## config.mk

```make
export PLATFORM = sky130hd
export DESIGN_NAME = iad_dev_end_flat
export DESIGN_NICKNAME = d
export VERILOG_FILES = /design/src/core/iad_pkg.sv /design/src/core/iad_bus_if.sv /design/src/core/iad_win_match.sv /design/src/core/iad_dev_end.sv /design/src/flat_wrapper.sv
export SDC_FILE = /design/constraint.sdc
export NUM_CORES = 1
export LEC_CHECK = 0
export ABC_AREA = 1
export BUFFER_PORTS_ARGS = -buffer_cell sky130_fd_sc_hd__buf_2
export CORE_MARGIN = 5
export CORE_UTILIZATION = 47
export DETAILED_ROUTE_END_ITERATION = 7
export PLACE_DENSITY = 0.89
export SYNTH_ARGS = -nofsm -noshare
export SYNTH_HDL_FRONTEND = slang
export SYNTH_SLANG_ARGS = --single-unit
```

## constraint.sdc

```tcl
create_clock -name pclk -period 1.6 [get_ports pclk]
set_clock_uncertainty 0.05 [all_clocks]
set_input_delay 0.16 -clock pclk [delete_from_list [all_inputs] [get_ports pclk]]
set_output_delay 0.16 -clock pclk [all_outputs]
set_load 0.01 [all_outputs]
```

## src/core/iad_pkg.sv

```systemverilog
package iad_pkg;
  localparam int ADDR_W = 32;               // system address width
  localparam int DATA_W = 8;                // system data width
  localparam int OFF_W  = 22;               // widest window offset (4MB)
  localparam int CFG_OFF_W = 3;             // configuration offset width

  // address spaces on the system bus
  typedef enum logic [1:0] {
    SP_CFG = 2'b00,
    SP_IO  = 2'b01,
    SP_MEM = 2'b10
  } iad_space_e;

  // display operating modes, set by the display side
  typedef enum logic [1:0] {
    DM_LEGACY   = 2'b00,
    DM_TEXT132  = 2'b01,
    DM_EXTENDED = 2'b10
  } iad_mode_e;

  // decoded targets handed to the user side
  typedef enum logic [2:0] {
    TG_NONE    = 3'b000,
    TG_IOBANK  = 3'b001,
    TG_ROM     = 3'b010,
    TG_COP     = 3'b011,
    TG_VMEM    = 3'b100,
    TG_SMALL   = 3'b101,
    TG_LEG_MEM = 3'b110,
    TG_LEG_IO  = 3'b111
  } iad_target_e;

  // configuration register offsets
  localparam logic [2:0] CFG_ID_LO = 3'h0;
  localparam logic [2:0] CFG_ID_HI = 3'h1;
  localparam logic [2:0] CFG_POS2  = 3'h2;
  localparam logic [2:0] CFG_POS4  = 3'h4;
  localparam logic [2:0] CFG_POS5  = 3'h5;

  // field positions
  localparam int ROM_MSB = 7;
  localparam int ROM_LSB = 4;
  localparam int ISEL_MSB = 3;
  localparam int ISEL_LSB = 1;
  localparam int EN_BIT = 0;
  localparam int VBASE_MSB = 7;
  localparam int VBASE_LSB = 1;
  localparam int LAE_BIT = 0;
  localparam int SAB_MSB = 3;
  localparam int SAB_LSB = 0;
  localparam logic [7:0] POS5_DEFINED = 8'h0F;  // upper nibble undefined

  // window placement
  localparam logic [31:0] IO_BANK_BASE    = 32'h0000_2100;
  localparam int          IO_BANK_LG2     = 4;   // 16 registers
  localparam logic [31:0] ROM_REGION_BASE = 32'h000C_0000;
  localparam int          ROM_BLOCK_LG2   = 13;  // 8KB blocks
  localparam logic [31:0] COP_AREA_OFF    = 32'h0000_1C00;
  localparam int          COP_LG2         = 7;   // 128-byte sections
  localparam int          ROM_KB_LSB      = 10;  // 1KB slice index
  localparam logic [2:0]  COP_KB_SLICE    = 3'h7;
  localparam int          VMEM_LG2        = 22;  // 4MB aperture
  localparam int          SMALL_LG2       = 20;  // 1MB aperture
  localparam logic [31:0] LEG_MEM_BASE    = 32'h000A_0000;
  localparam int          LEG_MEM_LG2     = 17;
  localparam logic [31:0] LEG_IO_BASE0    = 32'h0000_03B0;
  localparam logic [31:0] LEG_IO_BASE1    = 32'h0000_03C0;
  localparam logic [31:0] LEG_IO_BASE2    = 32'h0000_03D0;
  localparam int          LEG_IO_LG2      = 4;
  localparam int          NWIN            = 9;

  // host apb register map
  localparam logic [11:0] REG_ADDR   = 12'h000;
  localparam logic [11:0] REG_CMD    = 12'h004;
  localparam logic [11:0] REG_STATUS = 12'h008;
  localparam int CMD_SPACE_LSB = 0;
  localparam int CMD_WR_BIT    = 2;
  localparam int CMD_WDATA_LSB = 8;
  localparam int ST_BUSY_BIT    = 0;
  localparam int ST_HIT_BIT     = 1;
  localparam int ST_REFUSED_BIT = 2;
  localparam int ST_RDATA_LSB   = 8;

  // address mask keeping bits at and above lg2
  function automatic logic [31:0] win_mask(input int lg2);
    win_mask = ~((32'h0000_0001 << lg2) - 32'h0000_0001);
  endfunction

  // bits of a configuration byte that are defined
  function automatic logic [7:0] cfg_defined(input logic [2:0] off);
    cfg_defined = (off == CFG_POS5) ? POS5_DEFINED : 8'hFF;
  endfunction
endpackage

```

## src/core/iad_bus_if.sv

```systemverilog
`timescale 1ns/100ps
// system bus between host end and device end
interface iad_bus_if (
  input wire logic pclk,
  input wire logic presetn
);
  import iad_pkg::*;
  logic        req;     // request, held until ack seen
  iad_space_e  space;   // address space of the request
  logic [31:0] addr;    // byte address
  logic        wr;      // 1 write, 0 read
  logic [7:0]  wdata;   // write data
  logic        ack;     // one-cycle answer
  logic        hit;     // some window claimed the request
  logic [7:0]  rdata;   // read data, valid with ack

  modport dev (input pclk, presetn, req, space, addr, wr, wdata,
               output ack, hit, rdata);
  modport hst (input pclk, presetn, ack, hit, rdata,
               output req, space, addr, wr, wdata);
endinterface

```

## src/core/iad_win_match.sv

```systemverilog
`timescale 1ns/100ps
// one address window: space, base and mask compare
module iad_win_match (
  input  wire logic [31:0] addr,
  input  wire logic [1:0]  space,
  input  wire logic [1:0]  want_space,
  input  wire logic [31:0] base,
  input  wire logic [31:0] mask,
  input  wire logic        en,
  output logic             hit
);
  // only the masked upper bits take part, so base low bits are don't-care
  assign hit = en && (space == want_space) && ((addr & mask) == (base & mask));
endmodule

```

## src/core/iad_dev_end.sv

```systemverilog
`timescale 1ns/100ps
// device end: configuration bytes plus address decode
module iad_dev_end (
  iad_bus_if.dev                bus,
  input  wire logic [15:0]      cfg_id,            // strap: subsystem identifier
  input  wire logic [7:0]       cfg_pos2,          // strap: rom, instance, enable
  input  wire logic [7:0]       cfg_pos4,          // strap: video base, enable
  input  wire logic [7:0]       cfg_pos5,          // strap: 1MB aperture
  input  wire logic             legacy_decode_en,  // from operating mode control
  input  wire iad_pkg::iad_mode_e display_mode,    // current display mode
  input  wire logic [7:0]       user_rdata,        // read data for bus.addr
  output logic                  dec_valid,         // one-cycle decoded access
  output iad_pkg::iad_target_e  dec_target,        // which window claimed it
  output logic [21:0]           dec_offset,        // offset inside window
  output logic                  dec_wr,            // decoded direction
  output logic [7:0]            dec_wdata,         // decoded write data
  output logic [2:0]            instance_select,   // instance of this unit
  output logic                  large_aperture_enable,
  output logic [3:0]            small_aperture_base,
  output logic                  subsys_en          // decoding enabled
);
  import iad_pkg::*;

  // bus handshake states
  typedef enum logic {
    ST_IDLE = 1'b0,
    ST_DROP = 1'b1
  } iad_dstate_e;

  iad_dstate_e  state;                    // handshake state
  logic         strap_done;               // straps captured
  logic [7:0]   id_low_byte;              // identifier low byte
  logic [7:0]   id_high_byte;             // identifier high byte
  logic [7:0]   rom_instance_enable_cfg;  // rom, instance, enable
  logic [7:0]   video_memory_base_cfg;    // video base, aperture enable
  logic [7:0]   small_aperture_cfg;       // 1MB aperture field
  logic [2:0]   isel;                     // instance field
  logic [3:0]   rom_sel;                  // rom block field
  logic         en;                       // subsystem enable
  logic         lae;                      // 4MB aperture enable
  logic [3:0]   sab;                      // 1MB aperture field
  logic         legacy_on;                // this unit owns legacy decode
  logic [31:0]  rom_block;                // base of the 8KB block
  logic [31:0]  win_base [NWIN];          // per-window base
  logic [31:0]  win_mask_a [NWIN];        // per-window mask
  logic [1:0]   win_space [NWIN];         // per-window space
  logic         win_en [NWIN];            // per-window enable
  logic         win_hit [NWIN];           // per-window match
  iad_target_e  win_tgt [NWIN];           // per-window target code
  iad_target_e  next_target;              // winning window
  logic [21:0]  next_offset;              // winning offset
  logic [7:0]   cfg_byte;                 // configuration read value
  logic         rom_area;                 // address inside the 7KB rom part

  // unpack the held configuration bytes
  assign rom_sel = rom_instance_enable_cfg[ROM_MSB:ROM_LSB];
  assign isel    = rom_instance_enable_cfg[ISEL_MSB:ISEL_LSB];
  assign en      = rom_instance_enable_cfg[EN_BIT];
  assign lae     = video_memory_base_cfg[LAE_BIT];
  assign sab     = small_aperture_cfg[SAB_MSB:SAB_LSB];

  // legacy decode only in legacy or 132-column text mode and when
  // this unit is the owner; the picture path does not look at this
  assign legacy_on = legacy_decode_en && (display_mode != DM_EXTENDED);

  // 8KB rom block selected by the rom field
  assign rom_block = ROM_REGION_BASE + ({28'h0, rom_sel} << ROM_BLOCK_LG2);
  // last 1KB belongs to coprocessor sections, never to the rom
  assign rom_area = (bus.addr[ROM_BLOCK_LG2-1:ROM_KB_LSB] != COP_KB_SLICE);

  // window table; every non-configuration window is gated by enable
  always_comb begin
    // io bank of 16 registers, one of eight sets by instance
    win_base[0]   = IO_BANK_BASE + ({29'h0, isel} << IO_BANK_LG2);
    win_mask_a[0] = win_mask(IO_BANK_LG2);
    win_space[0]  = SP_IO;
    win_en[0]     = en;
    win_tgt[0]    = TG_IOBANK;
    // rom, the first 7KB of the block
    win_base[1]   = rom_block;
    win_mask_a[1] = win_mask(ROM_BLOCK_LG2);
    win_space[1]  = SP_MEM;
    win_en[1]     = en && rom_area;
    win_tgt[1]    = TG_ROM;
    // coprocessor registers, instance picks the 128-byte section
    win_base[2]   = rom_block + COP_AREA_OFF + ({29'h0, isel} << COP_LG2);
    win_mask_a[2] = win_mask(COP_LG2);
    win_space[2]  = SP_MEM;
    win_en[2]     = en;
    win_tgt[2]    = TG_COP;
    // 4MB video aperture on base field plus instance
    win_base[3]   = {video_memory_base_cfg[VBASE_MSB:VBASE_LSB], isel, 22'h0};
    win_mask_a[3] = win_mask(VMEM_LG2);
    win_space[3]  = SP_MEM;
    win_en[3]     = en && lae;
    win_tgt[3]    = TG_VMEM;
    // 1MB aperture at n times 1MB, zero disables
    win_base[4]   = {8'h00, sab, 20'h0};
    win_mask_a[4] = win_mask(SMALL_LG2);
    win_space[4]  = SP_MEM;
    win_en[4]     = en && (sab != 4'h0);
    win_tgt[4]    = TG_SMALL;
    // legacy video memory
    win_base[5]   = LEG_MEM_BASE;
    win_mask_a[5] = win_mask(LEG_MEM_LG2);
    win_space[5]  = SP_MEM;
    win_en[5]     = en && legacy_on;
    win_tgt[5]    = TG_LEG_MEM;
    // legacy io, three 16-byte groups
    win_base[6]   = LEG_IO_BASE0;
    win_base[7]   = LEG_IO_BASE1;
    win_base[8]   = LEG_IO_BASE2;
    for (int i = 6; i < NWIN; i++) begin
      win_mask_a[i] = win_mask(LEG_IO_LG2);
      win_space[i]  = SP_IO;
      win_en[i]     = en && legacy_on;
      win_tgt[i]    = TG_LEG_IO;
    end
  end

  // one comparator per window
  generate
    for (genvar g = 0; g < NWIN; g++) begin : g_win
      iad_win_match u_match (
        .addr       (bus.addr),
        .space      (bus.space),
        .want_space (win_space[g]),
        .base       (win_base[g]),
        .mask       (win_mask_a[g]),
        .en         (win_en[g]),
        .hit        (win_hit[g])
      );
    end
  endgenerate

  // lowest-numbered window wins; windows should not overlap anyway
  always_comb begin
    next_target = TG_NONE;
    next_offset = 22'h0;
    for (int i = NWIN - 1; i >= 0; i--) begin
      if (win_hit[i]) begin
        next_target = win_tgt[i];
        next_offset = bus.addr[OFF_W-1:0] & ~win_mask_a[i][OFF_W-1:0];
      end
    end
  end

  // configuration read mux; holes and undefined bits read zero
  always_comb begin
    unique case (bus.addr[CFG_OFF_W-1:0])
      CFG_ID_LO: cfg_byte = id_low_byte;
      CFG_ID_HI: cfg_byte = id_high_byte;
      CFG_POS2:  cfg_byte = rom_instance_enable_cfg;
      CFG_POS4:  cfg_byte = video_memory_base_cfg;
      CFG_POS5:  cfg_byte = small_aperture_cfg & POS5_DEFINED;
      default:   cfg_byte = 8'h00;
    endcase
  end

  // straps are caught once after reset release; a reset cannot load a port
  always_ff @(posedge bus.pclk or negedge bus.presetn) begin
    if (!bus.presetn) begin
      strap_done              <= 1'b0;
      id_low_byte             <= 8'h00;
      id_high_byte            <= 8'h00;
      rom_instance_enable_cfg <= 8'h00;
      video_memory_base_cfg   <= 8'h00;
      small_aperture_cfg      <= 8'h00;
    end else if (!strap_done) begin
      strap_done              <= 1'b1;
      id_low_byte             <= cfg_id[7:0];
      id_high_byte            <= cfg_id[15:8];
      rom_instance_enable_cfg <= cfg_pos2;
      video_memory_base_cfg   <= cfg_pos4;
      small_aperture_cfg      <= cfg_pos5;
    end
  end

  // mirror the live configuration to the display side
  always_ff @(posedge bus.pclk or negedge bus.presetn) begin
    if (!bus.presetn) begin
      instance_select       <= 3'h0;
      large_aperture_enable <= 1'b0;
      small_aperture_base   <= 4'h0;
      subsys_en             <= 1'b0;
    end else begin
      instance_select       <= isel;
      large_aperture_enable <= lae;
      small_aperture_base   <= sab;
      subsys_en             <= en;
    end
  end

  // bus handshake: answer one cycle after the request is seen, then
  // wait for the request to fall so one request is never taken twice
  always_ff @(posedge bus.pclk or negedge bus.presetn) begin
    if (!bus.presetn) begin
      state      <= ST_IDLE;
      bus.ack    <= 1'b0;
      bus.hit    <= 1'b0;
      bus.rdata  <= 8'h00;
      dec_valid  <= 1'b0;
      dec_target <= TG_NONE;
      dec_offset <= 22'h0;
      dec_wr     <= 1'b0;
      dec_wdata  <= 8'h00;
    end else begin
      unique case (state)
        ST_IDLE: begin
          if (bus.req && strap_done) begin
            state   <= ST_DROP;
            bus.ack <= 1'b1;
            if (bus.space == SP_CFG) begin
              // configuration always answers; writes change nothing
              bus.hit   <= 1'b1;
              bus.rdata <= bus.wr ? 8'h00 : cfg_byte;
            end else begin
              // no window means no effect and no data
              bus.hit    <= (next_target != TG_NONE);
              bus.rdata  <= (!bus.wr && next_target != TG_NONE) ? user_rdata : 8'h00;
              dec_valid  <= (next_target != TG_NONE);
              dec_target <= next_target;
              dec_offset <= next_offset;
              dec_wr     <= bus.wr;
              dec_wdata  <= bus.wdata;
            end
          end
        end
        ST_DROP: begin
          bus.ack   <= 1'b0;
          dec_valid <= 1'b0;
          if (!bus.req) begin
            state <= ST_IDLE;
          end
        end
      endcase
    end
  end
endmodule

```

## src/flat_wrapper.sv

```systemverilog
// flat-port wrapper written by rule: the top's interface ports become plain ports
module iad_dev_end_flat import iad_pkg::*;
  (cfg_id, cfg_pos2, cfg_pos4, cfg_pos5, legacy_decode_en, display_mode, user_rdata, dec_valid, dec_target, dec_offset, dec_wr, dec_wdata, instance_select, large_aperture_enable, small_aperture_base, subsys_en, pclk, presetn, bus_req, bus_space, bus_addr, bus_wr, bus_wdata, bus_ack, bus_hit, bus_rdata);
  iad_bus_if bus_i (.pclk(pclk), .presetn(presetn));
  input  wire logic [15:0] cfg_id;
  input  wire logic [7:0] cfg_pos2;
  input  wire logic [7:0] cfg_pos4;
  input  wire logic [7:0] cfg_pos5;
  input  wire logic legacy_decode_en;
  input  wire iad_pkg::iad_mode_e display_mode;
  input  wire logic [7:0] user_rdata;
  output logic dec_valid;
  output iad_pkg::iad_target_e dec_target;
  output logic [21:0] dec_offset;
  output logic dec_wr;
  output logic [7:0] dec_wdata;
  output logic [2:0] instance_select;
  output logic large_aperture_enable;
  output logic [3:0] small_aperture_base;
  output logic subsys_en;
  input wire logic pclk;
  input wire logic presetn;
  input wire logic [$bits(bus_i.req)-1:0] bus_req;
  input wire logic [$bits(bus_i.space)-1:0] bus_space;
  input wire logic [$bits(bus_i.addr)-1:0] bus_addr;
  input wire logic [$bits(bus_i.wr)-1:0] bus_wr;
  input wire logic [$bits(bus_i.wdata)-1:0] bus_wdata;
  output wire logic [$bits(bus_i.ack)-1:0] bus_ack;
  output wire logic [$bits(bus_i.hit)-1:0] bus_hit;
  output wire logic [$bits(bus_i.rdata)-1:0] bus_rdata;
  assign bus_i.req = bus_req;
  assign bus_i.space = bus_space;
  assign bus_i.addr = bus_addr;
  assign bus_i.wr = bus_wr;
  assign bus_i.wdata = bus_wdata;
  assign bus_ack = bus_i.ack;
  assign bus_hit = bus_i.hit;
  assign bus_rdata = bus_i.rdata;
  iad_dev_end u_core (.bus(bus_i), .cfg_id(cfg_id), .cfg_pos2(cfg_pos2), .cfg_pos4(cfg_pos4), .cfg_pos5(cfg_pos5), .legacy_decode_en(legacy_decode_en), .display_mode(display_mode), .user_rdata(user_rdata), .dec_valid(dec_valid), .dec_target(dec_target), .dec_offset(dec_offset), .dec_wr(dec_wr), .dec_wdata(dec_wdata), .instance_select(instance_select), .large_aperture_enable(large_aperture_enable), .small_aperture_base(small_aperture_base), .subsys_en(subsys_en));
endmodule
```

==> Word level (Yosys, flattened, before mapping) <==
Index checks and enable logic that the tools add are counted.
{ "op_classes": {"bitwise_logic": 2, "eq_ne": 19, "muxes": 31, "order_cmp": 0, "addsub": 4, "reduce_logical": 31, "n_shift": 0, "mul": 0, "div_mod_pow": 0} }
{ "ops": {"columns": ["operator", "n"], "rows": [
  ["2-to-1 mux 22 bit", 4],
  ["== test 28 x 6 -> 1 bit, second input constant", 3],
  ["case mux 8 bit (5 select lines)", 1],
  ["adder 32 x 10 -> 32 bit", 1],
  ["adder 32 x 13 -> 32 bit, second input constant", 1],
  ["== test 28 bit", 1],
  ["2-to-1 mux 3 bit", 9],
  ["== test 25 bit", 1],
  ["2-to-1 mux 8 bit", 3],
  ["logical AND 1 bit", 23],
  ["adder 20 x 17 -> 21 bit, first input constant", 1],
  ["2-to-1 mux 20 bit", 1],
  ["== test 19 bit", 1],
  ["2-to-1 mux 17 bit", 1],
  ["adder 14 x 7 -> 15 bit, first input constant", 1],
  ["== test 15 x 3 -> 1 bit, second input constant", 1],
  ["== test 12 x 4 -> 1 bit", 1],
  ["2-to-1 mux 4 bit", 3],
  ["== test 10 bit", 1],
  ["== test 3 bit, second input constant", 2],
  ["2-to-1 mux 1 bit", 6],
  ["case mux 1 bit (2 select lines)", 3],
  ["!= test 2 bit, second input constant", 2],
  ["AND reduction 2 bit", 2],
  ["other kinds (13)", 14]
]} }
{ "word_totals": {"register_bits": 92, "mem_bits_rw": 0, "romBits": 0, "latchBits": 0, "output_inout_bits": 54, "wordCells": 106, "n_memories": 0} }

==> Depth between registers and ports, before layout <==
{ "logic_depth": {"ltp_word": 18, "ltp_mapped": 13, "depth_no_buf": 12} }

==> Cells and area by module <==
Synthesis repeated with hierarchy kept, for this count alone.
{ "hier_totals": {"hier_cells": 1769, "hier_area_um2": 10191.0} }
{ "modules_own_cells": {"columns": ["module", "area_each_um2", "seq_area_each_um2", "cells_per_inst", "instances"], "rows": [
  ["iad_win_match", 681.9, 0.0, 148, 9],
  ["iad_dev_end", 4053.9, 2302.2, 437, 1]
]} }

==> Least setup slack after synthesis <==
OpenSTA, ideal clock, no wires.
{ "synth_timing": {"path_type": "reg-to-reg", "start": "reg u_core.small_aperture_cfg[1]", "end": "reg u_core.bus.hit", "setup_slack_ps": 30, "period_less_slack_ps": 1570, "arrival_time_ps": 1401, "t_required_ps": 1431, "setup_time_ps": 119, "stages_incl_launch_ff": 12, "path_buffers": 1, "cell_sequence": "dfrtp_1 nor2_1 nand2_1 a21oi_1 nor2_1 nand2_1 nand3_2 nor2_2 nand2_4 buf_12 o22ai_1 inv_1"} }
{ "synth_via": {"elab_chain_cells": 11, "word_cells_on_any_way": 12, "cone_classes": "1 x eq/ne; 6 x mux; 5 x reduce/logical"} }
{ "synth_lines": {"columns": ["item", "line_no", "text"], "rows": [
  ["from (decl)", "iad_dev_end.sv:36", "logic [7:0] small_aperture_cfg;"],
  ["from (signal assigned)", "iad_dev_end.sv:175", "small_aperture_cfg <= cfg_pos5;"],
  ["nonzero test 4 bit", "iad_dev_end.sv:101", "win_en[4] = en && (sab != 4'h0);"],
  ["logical AND 1 bit", "iad_dev_end.sv:101", null],
  ["logical AND 1 bit", "iad_win_match.sv:13", "assign hit = en && (space == want_space) && ((addr & mask) == (base & mask));"],
  ["logical AND 1 bit *", "iad_win_match.sv:13", null],
  ["2-to-1 mux 3 bit * (5 in series)", "iad_dev_end.sv:141", "if (win_hit[i]) begin"],
  ["nonzero test 3 bit *", "iad_dev_end.sv:219", "bus.hit <= (next_target != TG_NONE);"],
  ["2-to-1 mux 1 bit *", "iad_dev_end.sv:213", "if (bus.space == SP_CFG) begin"],
  ["to (signal assigned)", "iad_dev_end.sv:219", null],
  ["to (decl)", "iad_bus_if.sv:18", "output ack, hit, rdata);"]
]} }
Every way passes the cells marked *; elsewhere a longest branch is shown, timed or not.
A chain may end at the register's enable or synchronous reset.

==> Worst setup path in the final report <==
{ "layout_timing": {"start": "reg u_core.rom_instance_enable_cfg[6]", "end": "reg u_core.bus.rdata[5]"} }
{ "layout_via": {"elab_chain_cells": 12, "word_cells_on_any_way": 14, "cone_classes": "3 x add/sub; 2 x eq/ne; 5 x mux; 4 x reduce/logical"} }
{ "layout_lines": {"columns": ["item", "line_no", "text"], "rows": [
  ["from (decl)", "iad_dev_end.sv:34", "logic [7:0] rom_instance_enable_cfg;"],
  ["from (signal assigned)", "iad_dev_end.sv:173", "rom_instance_enable_cfg <= cfg_pos2;"],
  ["adder 20 x 17 -> 21 bit *", "iad_dev_end.sv:67", "assign rom_block = ROM_REGION_BASE + ({28'h0, rom_sel} << ROM_BLOCK_LG2);"],
  ["adder 32 x 13 -> 32 bit", "iad_dev_end.sv:86", "win_base[2] = rom_block + COP_AREA_OFF + ({29'h0, isel} << COP_LG2);"],
  ["adder 32 x 10 -> 32 bit", "iad_dev_end.sv:86", null],
  ["== test 25 bit", "iad_win_match.sv:13", null],
  ["logical AND 1 bit", "iad_win_match.sv:13", null],
  ["2-to-1 mux 3 bit", "iad_dev_end.sv:141", null],
  ["2-to-1 mux 3 bit * (2 in series)", "iad_dev_end.sv:141", null],
  ["nonzero test 3 bit *", "iad_dev_end.sv:220", "bus.rdata <= (!bus.wr && next_target != TG_NONE) ? user_rdata : 8'h00;"],
  ["logical AND 1 bit *", "iad_dev_end.sv:220", null],
  ["2-to-1 mux 8 bit *", "iad_dev_end.sv:220", null],
  ["2-to-1 mux 8 bit *", "iad_dev_end.sv:213", null],
  ["to (signal assigned)", "iad_dev_end.sv:216", "bus.rdata <= bus.wr ? 8'h00 : cfg_byte;"],
  ["to (signal assigned)", "iad_dev_end.sv:220", null],
  ["to (decl)", "iad_bus_if.sv:18", null]
]} }
Marked as above.

==> flow_summary.toml <==
[placed_design]
dp_hpwl_microns = 12000
port-buffer-count = 146
finalWeightedCongestion = 1.01
dpl.cell_count = 997
dp_slack_ns = -0.205

[timing]
rsz0062_at_grt = "yes"
final.min_clock_period_ns = 1.74
fmax_mhz = 575
finalSetupViolCount = 32
worstMarginPinSlew_ns = 0.637
fin_ws_ns = -0.140
hold_slack_ns = -0.00291
fin_crit_sh_pct = 109
slew_violations = 0
hold_viol_final = 2
slew_headroom_pct = 57.6

[global_route]
grt_pass1_wl_microns = 27000
globalRouteMet1Util_pct = 34.2
grt_pass1_vias = 5500
gr-usage-met2_pct = 44.8
grt_start_max_net_pins = 73
grt.total_usage_pct = 26.4
grt_busiest_layer = "met2"
grt_antenna_before_repair = 0
use_met3_pct = 5.39
grt-ovfl-total = 0

[synthesis]
ys_ff_latch = 92
synth_ff_type = "dfrtp_1"
syn_avg_cell_area_sq_um = 7.39
synthCells = 666
synth_fp_nets = 763
synthTopCellsByArea = "dfrtp_1, nand2_1, nor2_1, inv_1, a21oi_1"
yosys.area.top_type_share_pct = 46.8
synthesis.area_sq_um = 4920
synth-edff-count = 0
async_flop_share_pct = 100
synth_top_cell_by_area = "dfrtp_1"
synth_cell_types = 34
seq_area_frac_synth_pct = 46.8
yosysWarnings = 0

[floorplan]
io_pins = 151
core_area_sq_um = 10300
die_area_sq_um = 12600
die_x_microns = 112
rows = 37
start_util_pct = 47.9
die_y_microns = 112

[clocking]
clockBufferDepth = 2
clkSinkCount = 92
clkTransAtPathRegs_ns = 0.10
clock-root-buffer = "clkbuf_8"
clkLatencyLatePin_ns = 0.37
cts_tree = "yes"
cts_inserted_buffers = 9
cts_htree_levels = 3

[worst_setup_path]
rrSetupSlack_ns = -0.14
r2r_start = "u_core.rom_instance_enable_cfg[6]"
arrival_ns = 2.00
crit_type = "reg2reg"
critical_path.top_delay_family = "simple AND/OR/NAND/NOR gates"
crit_start = "u_core.rom_instance_enable_cfg[6]"
end_kind = "flip-flop"
path_common_cell = "nand3_2"
critPathRequiredTime_ns = 1.86
regToRegEndpoint = "u_core.bus.rdata[5]"
cp-start-kind = "flip-flop"
slowest_stage = "dfrtp_1"
crit_chain = "xnor2_2, buf_4, nand3_2, nor2_2, nand3_2, nand2_2, nor2_4, nand2_4, nand3_2, a21oi_2"
crit_path_max_fanout = 7
crit_end = "u_core.bus.rdata[5]"
cp.depth = 10
critPathBufInv = 1
worstRegToRegCells = 10
critPathMaxStageDelay_ns = 0.44

[outcome]
violations = "negative hold slack, negative setup slack"
outcome = "finished with violations"

[run]
cap_violations = 0

[min_path]
hold_class = "in2reg"
hold_start = "cfg_id[13]"

[layout]
area_delta_synth_final_pct = 46.1
final_common_cell = "nand2_1"
final_nets = 1017
antennaDiodeCount = 0
final_cell_mix = "nand2_1, buf_2, nor2_1"
fin_cells = 1060
drive_gt1_share_pct = 37.8

[route]
vias = 5484
ant_nets = 0
dr.pass1.iters = 5
routed_wl_microns = 16900
vias_per_cell = 5.17
wl_per_cell_microns = 16.0
drc = 0
drt_iter0_markers = 431

[pwr]
irDropWorstVdd_mv = 0.520
p_per_area_nw_per_um2 = 794
power.leakage_nw = 3.82
total_power_mw = 5.71
worst min-delay path: cells and delay by family:
kind,cells,cell delay [ns]
AOI/OAI and AO/OA,1,0.10
buffers and inverters,1,0.08
and+or+nand+nor,1,0.04
cells in the mapped netlist, types with 2 or more instances:
library cell  count
a21oi_1          45
a21oi_2           4
and2_1            2
buf_2             5
clkbuf_1          8
dfrtp_1          92
inv_1            78
inv_2             6
nand2_1         167
nand2_2           4
nand3_1          39
nand3_2           9
nand3b_1          3
nand4_1          11
nor2_1          120
nor2_2            7
nor2_4            4
nor3_1           11
o211ai_1          2
o21ai_0          16
o22ai_1          17
xnor2_1           4
flip-flops by register name (all words and copies together) (netlist names):
name	cells
u_core.dec_valid	1
u_core.small_aperture_cfg	4
u_core.dec_offset	22
u_core.dec_wr	1
u_core.bus.hit	1
u_core.small_aperture_base	4
u_core.instance_select	3
u_core.rom_instance_enable_cfg	8
u_core.large_aperture_enable	1
u_core.bus.rdata	8
u_core.dec_target	3
u_core.bus.ack	1
u_core.video_memory_base_cfg	8
u_core.id_high_byte	8
u_core.strap_done	1
u_core.subsys_en	1
u_core.dec_wdata	8
u_core.state	1
u_core.id_low_byte	8
area by class of cell:
| class | instances | area (sq um) |
|---|---|---|
| inverters | 85 | 319 |
| clock buffers | 10 | 138 |
| flip-flops and latches | 92 | 2310 |
| multi-input cells | 475 | 2490 |
| fillers | 804 | 3080 |
| clock inverters | 5 | 61.3 |
| repair buffers | 257 | 1710 |
| well taps | 136 | 170 |
worst min path at each step:
stage,end,slack (ns),cells after the start
detailed placement,u_core.dec_offset[20],0.11,1
global route,u_core.id_high_byte[5],0.004,3
global placement,u_core.instance_select[1],0.1,1
finish,u_core.id_high_byte[5],-0.003,3
CTS,u_core.id_high_byte[5],0.0002,3
floorplan,u_core.bus.ack,-0.19,0
timing repair:
action	CTS	global route
gates resized for setup	47	43
hold buffers	32	0
pin swaps	18	21
cloned	1	0
endpoints found under the hold margin	64	0
buffers inserted	7	8
endpoints found under the setup margin	35	36
layer usage:
metal	vias to the layer above	share of wire, %	wire length (microns)
met5	-	0	0
met4	0	2.5	428
met3	46	8.5	1450
met2	306	49	8310
met1	2504	40	6760
li1	2628	-	-
where the power goes:
group          internal, mW  switching (mW)
registers              2.54           0.139
logic                 0.623           0.800
clock network         0.765           0.847
total                  3.93            1.79
cell families after synthesis:
family,count (synthesis),synth area share (%)
other,1,0.0762
AO/OA/AOI/OAI,85,9.56
flip-flops,92,46.8
buffers and inverters,100,8.16
AND/OR/NAND/NOR,384,34.7
XOR/XNOR,4,0.712
per-stage QoR:
stage | area, sq um | utilization, % | setup TNS [ns]
global route | 7190 | 70.0 | -6.17
global placement | 6260 | 60.9 | -2.31
detailed placement | 6260 | 60.9 | -3.62
finish | 7190 | 70.0 | -2.50
CTS | 7000 | 68.1 | -0.721
floorplan | 4920 | - | 0
Note: power is estimated with default switching activity, not from simulation.
